File: config.mk
export PLATFORM = sky130hd
export DESIGN_NAME = rts_trip_logic
export DESIGN_NICKNAME = d
export VERILOG_FILES = /design/src/design/rts_pkg.sv /design/src/design/rts_press_if.sv /design/src/design/rts_press_timer.sv /design/src/design/rts_trip_logic.sv
export SDC_FILE = /design/constraint.sdc
export NUM_CORES = 1
export LEC_CHECK = 0
export BUFFER_PORTS_ARGS = -buffer_cell sky130_fd_sc_hd__clkbuf_2
export CAP_MARGIN = 0
export CORE_MARGIN = 3
export CORE_UTILIZATION = 53
export DETAILED_ROUTE_END_ITERATION = 8
export HOLD_SLACK_MARGIN = 0.02
export PLACE_DENSITY = 0.84
export SLEW_MARGIN = 5
export SYNTH_ARGS = -nofsm -noshare
export SYNTH_HDL_FRONTEND = slang
export SYNTH_SLANG_ARGS = --single-unit
File: constraint.sdc
create_clock -name clk_sys -period 2.1 [get_ports clk_sys]
set_input_delay 0.21 -clock clk_sys [delete_from_list [all_inputs] [get_ports clk_sys]]
set_output_delay 0.21 -clock clk_sys [all_outputs]
set_load 0.05 [all_outputs]
File: src/design/rts_pkg.sv
package rts_pkg;
	localparam int unsigned ELEM_N       = 4;
	localparam int unsigned PHASE_N      = 3;
	localparam int unsigned INTER_N      = 8;
	localparam int unsigned IDX_A        = 0;
	localparam int unsigned IDX_B        = 1;
	localparam int unsigned IDX_C        = 2;
	localparam int unsigned IDX_FL       = 3;
	localparam int unsigned CLK_HZ       = 10_000_000;
	localparam int unsigned HOLD_TIME_MS = 3000;
	localparam int unsigned MS_PER_S     = 1000;
	localparam int unsigned HOLD_CYCLES  = (HOLD_TIME_MS * (CLK_HZ / MS_PER_S));
	localparam int unsigned CNT_W        = 25;
	localparam logic [ELEM_N-1:0]  ELEM_ZERO  = 4'h0;
	localparam logic [INTER_N-1:0] INTER_ZERO = 8'h00;
	localparam logic [CNT_W-1:0]   CNT_ZERO   = 25'h0000000;
	localparam logic [CNT_W-1:0]   CNT_ONE    = 25'h0000001;
endpackage

File: src/design/rts_press_if.sv
interface rts_press_if;
	logic btn_level;
	logic reset_pulse;
	modport timer (input btn_level, output reset_pulse);
	modport core (output btn_level, input reset_pulse);
endinterface

File: src/design/rts_press_timer.sv
module rts_press_timer #(
	parameter int unsigned HOLD_CYCLES = rts_pkg::HOLD_CYCLES
) (
	// Clock and control
	input wire logic      clk_sys,
	input wire logic      rst,
	input wire logic      ce,
	// Button level and reset pulse
	rts_press_if.timer    press
);
	localparam logic [rts_pkg::CNT_W-1:0] HOLD_LIMIT = HOLD_CYCLES[rts_pkg::CNT_W-1:0];

	logic [rts_pkg::CNT_W-1:0] count_q, count_d;
	logic                      fired_q, fired_d;
	logic                      pulse_q, pulse_d;

	always_comb begin
		count_d = count_q;
		fired_d = fired_q;
		pulse_d = 1'b0;
		if (!press.btn_level) begin
			// Release rearms; a short hold never reaches the limit
			count_d = rts_pkg::CNT_ZERO;
			fired_d = 1'b0;
		end else if (!fired_q) begin
			if (count_q == HOLD_LIMIT) begin
				// Held one cycle beyond the full time, so strictly longer
				pulse_d = 1'b1;
				fired_d = 1'b1;
			end else begin
				count_d = count_q + rts_pkg::CNT_ONE;
			end
		end
	end

	always_ff @(posedge clk_sys) begin
		if (rst) begin
			count_q <= rts_pkg::CNT_ZERO;
			fired_q <= 1'b0;
			pulse_q <= 1'b0;
		end else if (ce) begin
			count_q <= count_d;
			fired_q <= fired_d;
			pulse_q <= pulse_d;
		end
	end

	assign press.reset_pulse = pulse_q;

	single_pulse_a: assert property (@(posedge clk_sys) disable iff (rst)
		(ce && pulse_q) |=> !pulse_q)
		else $error("reset pulse longer than one cycle");
	hold_needed_a: assert property (@(posedge clk_sys) disable iff (rst)
		(ce && pulse_d) |-> (press.btn_level && count_q == HOLD_LIMIT))
		else $error("reset pulse without full hold");
endmodule

File: src/design/rts_trip_logic.sv
module rts_trip_logic #(
	parameter int unsigned HOLD_CYCLES = rts_pkg::HOLD_CYCLES
) (
	// Clock and control
	input  wire logic                        clk_sys,
	input  wire logic                        rst,
	input  wire logic                        ce,
	// Differential elements
	input  wire logic                        phase_a_diff_detect,
	input  wire logic                        phase_b_diff_detect,
	input  wire logic                        phase_c_diff_detect,
	input  wire logic                        phase_a_diff_definitive,
	input  wire logic                        phase_b_diff_definitive,
	input  wire logic                        phase_c_diff_definitive,
	// Loss-of-field element
	input  wire logic                        field_loss_detect,
	input  wire logic                        field_loss_oc_detect,
	input  wire logic                        field_loss_definitive,
	// Operation locks
	input  wire logic                        phase_a_op_lock,
	input  wire logic                        phase_b_op_lock,
	input  wire logic                        phase_c_op_lock,
	input  wire logic                        field_loss_op_lock,
	// Differential-current supervision
	input  wire logic                        phase_a_superv_detect,
	input  wire logic                        phase_b_superv_detect,
	input  wire logic                        phase_c_superv_detect,
	input  wire logic                        phase_a_superv_definitive,
	input  wire logic                        phase_b_superv_definitive,
	input  wire logic                        phase_c_superv_definitive,
	// Forced operation, constant supervision, logic equations
	input  wire logic [rts_pkg::ELEM_N-1:0]  force_operate,
	input  wire logic                        serious_fault_in,
	input  wire logic                        minor_fault_in,
	input  wire logic [rts_pkg::INTER_N-1:0] logic_intermediate_in,
	// Front panel pin
	input  wire logic                        escape_clear_button,
	// Trip outputs
	output logic                             phase_a_diff_trip,
	output logic                             phase_b_diff_trip,
	output logic                             phase_c_diff_trip,
	output logic                             field_loss_trip,
	output logic                             phase_a_trip_latched,
	output logic                             phase_b_trip_latched,
	output logic                             phase_c_trip_latched,
	output logic                             field_loss_trip_latched,
	// Aggregates
	output logic                             any_phase_trip_out,
	output logic                             any_phase_detect_out,
	output logic                             any_superv_detect_out,
	output logic                             any_superv_definitive_out,
	output logic                             all_elements_detect_out,
	output logic                             all_elements_trip_out,
	// Operated outputs
	output logic                             phase_a_operated_out,
	output logic                             phase_b_operated_out,
	output logic                             phase_c_operated_out,
	output logic                             field_loss_operated_out,
	// Supervision stages, alarms, intermediates, reset
	output logic [rts_pkg::PHASE_N-1:0]      superv_detect_out,
	output logic [rts_pkg::PHASE_N-1:0]      superv_definitive_out,
	output logic                             serious_fault_alarm,
	output logic                             minor_fault_alarm,
	output logic [rts_pkg::INTER_N-1:0]      logic_intermediate,
	output logic                             escape_clear_reset
);
	rts_press_if press ();

	logic [rts_pkg::ELEM_N-1:0]  defin_c, lock_c, trip_c, oper_c;
	logic [rts_pkg::ELEM_N-1:0]  trip_q, trip_d, latch_q, latch_d, oper_q, oper_d;
	logic [rts_pkg::PHASE_N-1:0] sdet_c, sdef_c, sdet_q, sdet_d, sdef_q, sdef_d;
	logic                        det_all_c;
	logic                        anyd_q, anyd_d, alld_q, alld_d;
	logic                        ser_q, ser_d, min_q, min_d;
	logic [rts_pkg::INTER_N-1:0] inter_q, inter_d;
	logic                        btn_s1_q, btn_s2_q, btn_s3_q, btn_lvl_q;
	logic                        btn_s1_d, btn_s2_d, btn_s3_d, btn_lvl_d;

	// Element inputs come from logic on this clock, so no synchroniser
	always_comb begin
		defin_c = {field_loss_definitive, phase_c_diff_definitive,
			phase_b_diff_definitive, phase_a_diff_definitive};
		lock_c  = {field_loss_op_lock, phase_c_op_lock, phase_b_op_lock, phase_a_op_lock};
		trip_c  = defin_c & lock_c;
		oper_c  = trip_c | force_operate;
		sdet_c  = {phase_c_superv_detect, phase_b_superv_detect, phase_a_superv_detect};
		sdef_c  = {phase_c_superv_definitive, phase_b_superv_definitive,
			phase_a_superv_definitive};
		det_all_c = phase_a_diff_detect | phase_b_diff_detect | phase_c_diff_detect
			| field_loss_detect | field_loss_oc_detect;
	end

	always_comb begin
		trip_d  = trip_c;
		oper_d  = oper_c;
		sdet_d  = sdet_c;
		sdef_d  = sdef_c;
		anyd_d  = phase_a_diff_detect | phase_b_diff_detect | phase_c_diff_detect;
		alld_d  = det_all_c;
		ser_d   = serious_fault_in;
		min_d   = minor_fault_in;
		inter_d = logic_intermediate_in;
		// Clear beats set so a standing trip cannot mask the panel reset
		if (press.reset_pulse)
			latch_d = rts_pkg::ELEM_ZERO;
		else
			latch_d = latch_q | trip_c;
	end

	always_ff @(posedge clk_sys) begin
		if (rst) begin
			trip_q  <= rts_pkg::ELEM_ZERO;
			latch_q <= rts_pkg::ELEM_ZERO;
			oper_q  <= rts_pkg::ELEM_ZERO;
			sdet_q  <= '0;
			sdef_q  <= '0;
			anyd_q  <= 1'b0;
			alld_q  <= 1'b0;
			ser_q   <= 1'b0;
			min_q   <= 1'b0;
			inter_q <= rts_pkg::INTER_ZERO;
		end else if (ce) begin
			trip_q  <= trip_d;
			latch_q <= latch_d;
			oper_q  <= oper_d;
			sdet_q  <= sdet_d;
			sdef_q  <= sdef_d;
			anyd_q  <= anyd_d;
			alld_q  <= alld_d;
			ser_q   <= ser_d;
			min_q   <= min_d;
			inter_q <= inter_d;
		end
	end

	// Button pin: third stage filters a metastable second stage
	always_comb begin
		btn_s1_d  = escape_clear_button;
		btn_s2_d  = btn_s1_q;
		btn_s3_d  = btn_s2_q;
		btn_lvl_d = (btn_s2_q == btn_s3_q) ? btn_s3_q : btn_lvl_q;
	end

	always_ff @(posedge clk_sys) begin
		if (rst) begin
			btn_s1_q  <= 1'b0;
			btn_s2_q  <= 1'b0;
			btn_s3_q  <= 1'b0;
			btn_lvl_q <= 1'b0;
		end else if (ce) begin
			btn_s1_q  <= btn_s1_d;
			btn_s2_q  <= btn_s2_d;
			btn_s3_q  <= btn_s3_d;
			btn_lvl_q <= btn_lvl_d;
		end
	end

	assign press.btn_level = btn_lvl_q;

	rts_press_timer #(
		.HOLD_CYCLES (HOLD_CYCLES)
	) u_press (
		.clk_sys (clk_sys),
		.rst     (rst),
		.ce      (ce),
		.press   (press.timer)
	);

	assign phase_a_diff_trip         = trip_q[rts_pkg::IDX_A];
	assign phase_b_diff_trip         = trip_q[rts_pkg::IDX_B];
	assign phase_c_diff_trip         = trip_q[rts_pkg::IDX_C];
	assign field_loss_trip           = trip_q[rts_pkg::IDX_FL];
	assign phase_a_trip_latched      = latch_q[rts_pkg::IDX_A];
	assign phase_b_trip_latched      = latch_q[rts_pkg::IDX_B];
	assign phase_c_trip_latched      = latch_q[rts_pkg::IDX_C];
	assign field_loss_trip_latched   = latch_q[rts_pkg::IDX_FL];
	assign any_phase_trip_out        = |trip_q[rts_pkg::IDX_C:rts_pkg::IDX_A];
	assign any_phase_detect_out      = anyd_q;
	assign any_superv_detect_out     = |sdet_q;
	assign any_superv_definitive_out = |sdef_q;
	assign all_elements_detect_out   = alld_q;
	assign all_elements_trip_out     = |trip_q;
	assign phase_a_operated_out      = oper_q[rts_pkg::IDX_A];
	assign phase_b_operated_out      = oper_q[rts_pkg::IDX_B];
	assign phase_c_operated_out      = oper_q[rts_pkg::IDX_C];
	assign field_loss_operated_out   = oper_q[rts_pkg::IDX_FL];
	assign superv_detect_out         = sdet_q;
	assign superv_definitive_out     = sdef_q;
	assign serious_fault_alarm       = ser_q;
	assign minor_fault_alarm         = min_q;
	assign logic_intermediate        = inter_q;
	assign escape_clear_reset        = press.reset_pulse;

	trip_gate_a: assert property (@(posedge clk_sys) disable iff (rst)
		ce |=> (trip_q == $past(trip_c)))
		else $error("trip not equal to gated definitive");
	phase_or_a: assert property (@(posedge clk_sys) disable iff (rst)
		ce |=> (any_phase_trip_out == $past((phase_a_diff_definitive & phase_a_op_lock)
			| (phase_b_diff_definitive & phase_b_op_lock) | (phase_c_diff_definitive & phase_c_op_lock))))
		else $error("three-phase trip mismatch");
	phase_detect_a: assert property (@(posedge clk_sys) disable iff (rst)
		ce |=> (any_phase_detect_out == $past(phase_a_diff_detect | phase_b_diff_detect | phase_c_diff_detect)))
		else $error("combined differential detection mismatch");
	superv_detect_a: assert property (@(posedge clk_sys) disable iff (rst)
		ce |=> (any_superv_detect_out == $past(phase_a_superv_detect | phase_b_superv_detect | phase_c_superv_detect)))
		else $error("combined supervision detection mismatch");
	superv_defin_a: assert property (@(posedge clk_sys) disable iff (rst)
		ce |=> (any_superv_definitive_out == $past(phase_a_superv_definitive | phase_b_superv_definitive
			| phase_c_superv_definitive)))
		else $error("combined supervision definitive mismatch");
	all_trip_a: assert property (@(posedge clk_sys) disable iff (rst)
		ce |=> (all_elements_trip_out == |$past(trip_c)))
		else $error("all-elements trip mismatch");
	all_detect_a: assert property (@(posedge clk_sys) disable iff (rst)
		ce |=> (all_elements_detect_out == $past(det_all_c)))
		else $error("all-elements detection mismatch");
	operated_a: assert property (@(posedge clk_sys) disable iff (rst)
		ce |=> (oper_q == $past(oper_c)))
		else $error("operated output mismatch");
	latch_hold_a: assert property (@(posedge clk_sys) disable iff (rst)
		(ce && !press.reset_pulse) |=> ((latch_q & $past(latch_q)) == $past(latch_q)))
		else $error("latched trip dropped without reset");
	latch_set_a: assert property (@(posedge clk_sys) disable iff (rst)
		(ce && !press.reset_pulse) |=> ((latch_q & $past(trip_c)) == $past(trip_c)))
		else $error("latched trip missed its source");
	latch_clear_a: assert property (@(posedge clk_sys) disable iff (rst)
		(ce && press.reset_pulse) |=> (latch_q == rts_pkg::ELEM_ZERO))
		else $error("latched trips not cleared by reset");
endmodule

==> results of run 1 <==
==> layer usage <==
metal / global-route usage / share of wire
met1: 0.292 / 0.43
met2: 0.397 / 0.49
met3: 0.0666 / 0.064
met4: 0.113 / 0.014
met5: 0 / 0
==> cells in the final DEF (no fill, tap or decap), types with 2 or more instances in the layout <==
cell        Yosys  final
a211oi_1        6      6
a21oi_1        28     28
a31oi_1        11     11
and3_1          5      5
and4_1          2      2
buf_4           0     16
clkbuf_2        0     71
clkbuf_8        0     10
clkinvlp_4      0      2
dfxtp_1        61     60
ha_1            2      2
inv_1          12     12
inv_6           0      2
mux2i_1        19     19
nand2_1        35     35
nand3_1        14     14
nand3b_1        2      2
nand4_1         8      8
nor2_1         35     35
nor3_1          7      7
nor4_1          5      5
nor4b_1         3      3
o211ai_1       10     10
o21a_1          2      2
o21ai_0         8      8
o31a_1          2      2
o31ai_1         6      6
or3_1           6      6
or4_1           9      9
==> kinds of logic (layout without fill, tap and decap cells) <==
family | Yosys count | after routing
AND/OR/NAND/NOR | 142 | 142
buffers and inverters | 33 | 116
flip-flops | 61 | 61
adder cells (fa/ha/maj) | 2 | 2
AO/OA/AOI/OAI | 81 | 81
multiplexers | 19 | 19
==> cell type report <==
| cell class | count | area share |
|---|---|---|
| Sequential cell | 61 | 0.346 |
| Inverter | 13 | 0.0138 |
| Clock inverter | 6 | 0.0131 |
| Multi-Input combinational cell | 244 | 0.428 |
| Timing Repair Buffer | 87 | 0.135 |
| Clock buffer | 10 | 0.0390 |
| Tap cell | 70 | 0.0248 |
==> through the flow <==
stage	total power, mW	setup slack, ps	hold WS (ps)	cells
after global routing	2.63	13.4	80.8	491
final	2.53	125	95.5	491
after CTS	2.55	91.4	85.3	491
after detailed placement	1.59	110	445	475
after floorplan	1.49	227	357	338
after global placement	1.59	174	433	475
==> power groups by stage <==
stage | logic [mW] | registers (mW) | clock network [mW]
2_1_floorplan | 0.131 | 1.36 | 0
3_3_place_gp | 0.344 | 1.24 | 0
3_5_place_dp | 0.351 | 1.24 | 0
4_1_cts | 0.352 | 1.22 | 0.980
5_1_grt | 0.375 | 1.22 | 1.04
6_report | 0.350 | 1.22 | 0.962
==> sequential cells by signal, indices dropped and copies added, names as in the netlist, 3 cells and up <==
register / cells
latch_q: 4
oper_q: 4
trip_q: 4
superv_definitive_out: 3
logic_intermediate: 8
superv_detect_out: 3
u_press.count_q: 25
==> repair_timing <==
action / CTS / global route
endpoints found under the setup margin: 0 / 7
buffers inserted: 0 / 0
gates resized for setup: 0 / 2
==> how the worst max path moves through the flow <==
stage	cells after the start	endpoint	slack, ps
3_3_place_gp	5	u_press.count_q[23]$_SDFFE_PP0P_	170
6_report	7	u_press.count_q[10]$_SDFFE_PP0P_	130
3_5_place_dp	7	u_press.count_q[10]$_SDFFE_PP0P_	110
5_1_grt	7	u_press.count_q[13]$_SDFFE_PP0P_	10
2_1_floorplan	7	u_press.count_q[23]$_SDFFE_PP0P_	230
4_1_cts	7	u_press.count_q[10]$_SDFFE_PP0P_	90
==> worst register-to-register path, stage by stage, from the launching register on <==
cell,delay (ps)
dfxtp_1,410
inv_1,80
ha_1,180
nor3b_1,160
and3_1,180
a21o_1,240
or4_1,510
a31oi_1,160
==> flow_summary.toml, run 1 <==
[die]
floorplan.die_area_sq_um = 6310
ios = 72
core_area_sq_um = 5170
starting_density_of_the_core = 0.552
rows = 26
die_h_microns = 79.4
floorplan.die.width_microns = 79.4

[sta]
slew_headroom = 0.599
final-setup-viol-count = 0
max_clock_freq_ghz = 0.506
final_min_period_over_clock_period = 0.940
final_hold_viol_count = 0
fin_setup_tns_ps = 0
final.setup_skew_ps = 7.72
setup_repair_after_global_routing_missed_its_margin = "no"
timing.final.max_slew_violations = 0
worst-slew-pin-transition_ps = 593
timing.final.crit_period_ps = 1970

[worst_hold_path]
timing.hold.worst.start = "logic_intermediate_in[5]"
worstHoldEndpoint = "logic_intermediate[5]$_SDFFE_PP0P_"
hp-class = "in2reg"
hold_path_depth = 3

[routing]
first_pass_iters = 4
mean_routed_wirelength_per_cell_microns = 14.4
routed-via-count = 2841
post_drt_via_cell_ratio = 5.79
drt_wl_total_mm = 7.07
drc_violation_count_after_routing = 0
iter_0_drt_violations = 276
postRouteAntennaNets = 0

[worst_setup_path]
critical_path_required_ps = 2380
regToRegSetupSlack_ps = 130
crit_slowest_cell = "or4_1"
timing_worst_setup_path_type = "reg2reg"
timing.critical_path.slowest_cell_delay_ps = 510
r2r_end = "u_press.count_q[10]$_SDFFE_PP0P_"
worstSetupStartpointType = "flip-flop"
cp-startpoint = "u_press.count_q[1]$_SDFFE_PP0P_"
crit_path_end_kind = "flip-flop"
rr_startpoint = "u_press.count_q[1]$_SDFFE_PP0P_"
critPathTopFamily = "simple AND/OR/NAND/NOR gates"
worstPathBufferInverterCount = 1
crit_chain = "inv_1 -> ha_1 -> nor3b_1 -> and3_1 -> a21o_1 -> or4_1 -> a31oi_1"
cp_max_fo = 6
r2r.worst_path.cells = 7
critPathArrivalTime_ps = 2250

[cells_and_area]
area.sequential_sq_um = 1220
postLayoutCoreUtil = 0.683
antenna-diode-count = 0
filler_cell_count = 417
postLayoutCellArea_sq_um = 3530
final_nets = 455
area_growth_pct = 23.6
drive_above_1_share = 0.271
multiInputGateArea_sq_um = 1510

[clock_network]
clockBufferDepth = 2
cts-hold-fix-buffers = 0
cts.clk_slew.worst_paths_ps = 70
clock_root_cell = "clkbuf_8"
tritoncts_num_sinks = 61
numCtsBuffers = 9
ctsHtreeMaxLevel = 3
cts_tree = "built"
clk-insertion-delay-late_ps = 350

[global_route]
grt_pass1_wl_mm = 12.0
overflow = 0
grt.total_usage = 0.242
via_count_of_the_first_global_routing_pass = 2661
antenna_found_initial = 0
grt_max_degree = 51

[power]
power.net_switching_mw = 0.769
internal_power_mw = 1.76
power_frac_seq = 0.481
power_switching_share = 0.304
comb_power_share = 0.139
p_leak_nw = 1.47
pwr-share-clk = 0.380
power_density_nw_per_um2 = 716
ir_drop_mv = 0.592

[logic_synthesis]
dominant_combinational_cell_family_by_area_after_synthesis = "simple AND/OR/NAND/NOR gates"
synth_adder_area_share = 0.00876
compound_gate_portion_of_the_synthesized_area = 0.184
synthFlopType = "dfxtp_1"
syn-mean-instance-area_sq_um = 8.45
synth_xor_xnor_area_share = 0
postSynthCellCount = 338
synth.area.top_cells = "dfxtp_1 43%, mux2i_1 6.7%, a21oi_1 4.9%"
synth_most_common_cell = "dfxtp_1"
yosys.area.top_type_share = 0.428
synth.distinct_cells = 47
mappedNetlistNets = 377
yosys_register_bits = 61
synth.largest_area_cell = "dfxtp_1"
synth_async_sr_flop_share = 0
ys_warn_count = 0
synth-edff-count = 0
post_synth_most_frequent_cells = "61 x dfxtp_1, 35 x nand2_1, 35 x nor2_1, 28 x a21oi_1, 19 x mux2i_1"
synth.yosys.seq_area_share = 0.428
syn-cell-area_sq_um = 2860
yosys.area_share.simple = 0.268
yosys-mux-area-fraction = 0.0666

[place]
port_buffers = 71
dp_hpwl_mm = 5.14
gp_routability_congestion = 0.874
place_area_sq_um = 3340

[status]
outcome = "complete, no violations"

[job]
max_cap_violations = 0
No activity file was read; power rests on OpenSTA's default activity.
==> run 2: changes to the inputs <==
==> constraint.sdc (replaced) <==
create_clock -name clk_sys -period 2.1 [get_ports clk_sys]
set_input_delay 0.315 -clock clk_sys [delete_from_list [all_inputs] [get_ports clk_sys]]
set_output_delay 0.315 -clock clk_sys [all_outputs]
set_load 0.05 [all_outputs]
==> flow_summary.toml, run 2 (synthesized netlist as in run 1, its figures left out) <==
[sta]
worst-slew-pin-transition_ps = 604
final_min_period_over_clock_period = 0.931
final_hold_viol_count = 0
timing.final.max_slew_violations = 0
slew_headroom = 0.593
final-setup-viol-count = 0
final.setup_skew_ps = 6.91
final_critical_path_setup_slack_ps = 145
max_clock_freq_ghz = 0.511
timing.final.crit_period_ps = 1960

[worst_setup_path]
cp_max_fo = 6
crit_chain = "inv_1 -> ha_1 -> nor3b_1 -> and3_1 -> a21o_1 -> or4_1 -> a31oi_1"
crit_slowest_cell = "or4_1"
timing.critical_path.slowest_cell_delay_ps = 510
timing_worst_setup_path_type = "reg2reg"
crit_path_end_kind = "flip-flop"
critical_path_required_ps = 2370
critPathArrivalTime_ps = 2220
worstSetupStartpointType = "flip-flop"

[place]
port_buffers = 71
pre_cts_ws_ps = 109
dp_hpwl_mm = 5.10
gp_routability_congestion = 0.896

[global_route]
grt.total_usage = 0.248
grt_pass1_wl_mm = 12.3
via_count_of_the_first_global_routing_pass = 2675
antenna_found_initial = 0
grt_max_degree = 51
overflow = 0

[cells_and_area]
postLayoutCoreUtil = 0.692
antenna-diode-count = 0
regMostFlops = "u_press.count_q"
area_growth_pct = 25.4
mostFrequentLayoutCell = "clkbuf_2"
drive_above_1_share = 0.280
most-common-layout-cells = "71 x clkbuf_2, 56 x dfxtp_1, 35 x nor2_1, 35 x nand2_1, 28 x a21oi_1"
largest_register_ff_count = 25
final_nets = 455

[routing]
postRouteAntennaNets = 0
mean_routed_wirelength_per_cell_microns = 14.8
first_pass_iters = 5
drt_wl_total_mm = 7.29
iter_0_drt_violations = 227
post_drt_via_cell_ratio = 5.85
routed-via-count = 2874
drc_violation_count_after_routing = 0

[clock_network]
clk-insertion-delay-late_ps = 350
tritoncts_num_sinks = 61
cts.clk_slew.worst_paths_ps = 70
clock_root_cell = "clkbuf_8"
numCtsBuffers = 9
ctsHtreeMaxLevel = 3
clockBufferDepth = 2
cts_tree = "built"

[die]
starting_density_of_the_core = 0.552
floorplan.die_area_sq_um = 6310
core_area_sq_um = 5170
ios = 72
floorplan.die.width_microns = 79.4
die_h_microns = 79.4
rows = 26

[power]
power_density_nw_per_um2 = 762
p_leak_nw = 1.50
ir_drop_mv = 0.685

[job]
max_cap_violations = 0

[status]
outcome = "complete, no violations"

[worst_hold_path]
hp-class = "in2reg"
run 2: changes by cell type in the layout (fill, tap and decap cells not counted), sizes merged:
cell and change:
bufinv +2, clkinv +1, clkinvlp -2, inv -1
run 2: worst max-delay path: cells and delay by family (launching register included):
family / cells / cell delay (ps)
buf+inv: 1 / 80
flops: 1 / 360
compound gates: 2 / 390
fa+ha+maj: 1 / 200
simple gates: 3 / 850
run 2: path summary, 6_finish.rpt:
check,start,depth (start not counted),slack (ps),end
setup / recovery,u_press.count_q[0]$_SDFFE_PP0P_,7,140,u_press.count_q[13]$_SDFFE_PP0P_
hold / removal,minor_fault_in,3,200,minor_fault_alarm$_SDFFE_PP0P_
setup reg to reg,u_press.count_q[0]$_SDFFE_PP0P_,7,140,u_press.count_q[13]$_SDFFE_PP0P_
hold reg to reg,latch_q[1]$_SDFFE_PP0P_,2,450,latch_q[1]$_SDFFE_PP0P_
run 2: metrics by stage:
stage / hold slack [ps] / TNS (ps) / total power [mW] / std cells / area (sq um)
2_1_floorplan: 436 / 0 / 1.49 / 338 / 2860
3_3_place_gp: 433 / 0 / 1.59 / 475 / 3340
3_5_place_dp: 443 / 0 / 1.59 / 475 / 3340
4_1_cts: 191 / 0 / 2.75 / 491 / 3560
5_1_grt: 207 / -1.09 / 2.82 / 491 / 3580
6_report: 198 / 0 / 2.73 / 491 / 3580
run 2: power breakdown:
group	total, mW	switching, mW	internal, mW
Clock	1.16	0.484	0.678
Sequential	1.22	0.0217	1.19
Combinational	0.352	0.254	0.0988
Total	2.73	0.760	1.97
run 2: what timing repair did:
item                       CTS  global route
hold buffers                 0             0
setup buffers                0             0
resized for setup            0             7
setup endpoints to repair    0             8
run 2: area by class of cell:
cell class,instances,area (sq um)
clock buffer,10,128
clock inverter,6,95.1
fill,393,1590
inverter,13,48.8
multi-input combinational,244,1520
sequential,61,1230
tap,70,87.6
timing repair buffer,87,475
run 2: layer usage:
layer / global-route usage / vias to the layer above / routed length [microns]
met4: 0.105 / 0 / 151
met1: 0.307 / 1351 / 3040
met2: 0.411 / 107 / 3640
li1: - / 1401 / -
met3: 0.0632 / 15 / 460
met5: 0 / - / 0
==> run 3: changes to the inputs <==
Settings changed: CORE_MARGIN 3 to default, PLACE_DENSITY 0.84 to 0.77.
==> flow_summary.toml, run 3 (synthesized netlist as in run 1, its figures left out) <==
[routing]
iter_0_drt_violations = 227
routed-via-count = 2787
mean_routed_wirelength_per_cell_microns = 14.4
postRouteAntennaNets = 0
first_pass_iters = 4
post_drt_via_cell_ratio = 5.68
drt_wl_total_mm = 7.09
drc_violation_count_after_routing = 0

[cells_and_area]
antenna-diode-count = 0
postLayoutCoreUtil = 0.695
drive_above_1_share = 0.273
area_growth_pct = 25.0
mostFrequentLayoutCell = "clkbuf_2"
largest_register_ff_count = 25
filler_cell_count = 420
most-common-layout-cells = "71 x clkbuf_2, 58 x dfxtp_1, 35 x nor2_1, 35 x nand2_1, 28 x a21oi_1"
finish.cell_count_without_fillers = 491
regMostFlops = "u_press.count_q"
final_nets = 455

[place]
port_buffers = 71
dp_hpwl_mm = 5.17
gp_routability_congestion = 0.987
pre_cts_ws_ps = 64.9
placed_cells_incl_taps = 475

[worst_setup_path]
cp_max_fo = 6
crit_path_end_kind = "flip-flop"
timing.critical_path.slowest_cell_delay_ps = 530
crit_slowest_cell = "or4_1"
critPathArrivalTime_ps = 2290
worstSetupStartpointType = "flip-flop"
timing_worst_setup_path_type = "reg2reg"
crit_chain = "inv_1 -> ha_1 -> nor3b_1 -> and3_1 -> a21o_1 -> or4_1 -> a31oi_1"
regToRegSetupSlack_ps = 90
critical_path_required_ps = 2380

[clock_network]
clk-insertion-delay-late_ps = 350
clock_root_cell = "clkbuf_8"
clockBufferDepth = 2
ctsHtreeMaxLevel = 3
cts.clk_slew.worst_paths_ps = 70
cts_tree = "built"
numCtsBuffers = 9
tritoncts_num_sinks = 61
cts-hold-fix-buffers = 0

[power]
power_density_nw_per_um2 = 756
ir_drop_mv = 0.520
p_leak_nw = 1.50

[die]
floorplan.die_area_sq_um = 5690
rows = 26
floorplan.die.width_microns = 75.4
ios = 72
starting_density_of_the_core = 0.556
die_h_microns = 75.4
core_area_sq_um = 5140

[sta]
slew_headroom = 0.582
fin_setup_tns_ps = 0
timing.final.max_slew_violations = 0
whs_ps = 198
final-setup-viol-count = 0
final_min_period_over_clock_period = 0.955
final_hold_viol_count = 0
max_clock_freq_ghz = 0.499
final_critical_path_setup_slack_ps = 94.6
setup_repair_after_global_routing_missed_its_margin = "no"
timing.final.crit_period_ps = 2010
final.setup_skew_ps = 9.05
worst-slew-pin-transition_ps = 622

[global_route]
grt_pass1_wl_mm = 11.3
overflow = 0
grt_max_degree = 29
grt.total_usage = 0.268
via_count_of_the_first_global_routing_pass = 2534
antenna_found_initial = 0

[job]
max_cap_violations = 0

[status]
outcome = "complete, no violations"

[worst_hold_path]
hp-class = "in2reg"
run 3: power by group:
part	switching [mW]	internal, mW
Clock	0.452	0.680
Combinational	0.249	0.0988
Sequential	0.0239	1.19
run 3: cell type report:
type | count | area (sq um) | share of cell area
clock inverter | 2 | 38.8 | 0.0109
multi-input combinational | 244 | 1510 | 0.424
tap | 70 | 87.6 | 0.0245
timing repair buffer | 87 | 475 | 0.133
clock buffer | 14 | 183 | 0.0512
sequential | 61 | 1220 | 0.343
inverter | 13 | 48.8 | 0.0137
run 3: through the flow:
| stage | power, mW | cell area, sq um |
|---|---|---|
| 2_1_floorplan | 1.49 | 2860 |
| 3_3_place_gp | 1.59 | 3340 |
| 3_5_place_dp | 1.59 | 3340 |
| 4_1_cts | 2.71 | 3560 |
| 5_1_grt | 2.80 | 3570 |
| 6_report | 2.70 | 3570 |
run 3: worst paths after layout:
kind	cells after the start	startpoint	end
worst min-delay path	3	logic_intermediate_in[4]	logic_intermediate[4]$_SDFFE_PP0P_
worst max-delay path	7	u_press.count_q[0]$_SDFFE_PP0P_	u_press.count_q[13]$_SDFFE_PP0P_
worst max register to register	7	u_press.count_q[0]$_SDFFE_PP0P_	u_press.count_q[13]$_SDFFE_PP0P_
worst min register to register	2	latch_q[2]$_SDFFE_PP0P_	latch_q[2]$_SDFFE_PP0P_
run 3: repair_timing:
item,in CTS,in global routing
buffers inserted,0,0
setup endpoints to repair,0,6
gates resized for setup,0,4
run 3: routing by layer:
metal / part of all wire / track usage / vias up
met5: 0 / 0 / -
met4: 0.015 / 0.117 / 0
met3: 0.059 / 0.0952 / 13
met2: 0.49 / 0.440 / 73
met1: 0.44 / 0.317 / 1304
li1: - / - / 1397
run 3: worst max-delay path, delay by kind of cell, from the launching register on:
| kind | cells | cell delay (ps) |
|---|---|---|
| buf+inv | 1 | 100 |
| flops | 1 | 360 |
| simple gates | 3 | 850 |
| compound gates | 2 | 420 |
| fa+ha+maj | 1 | 210 |
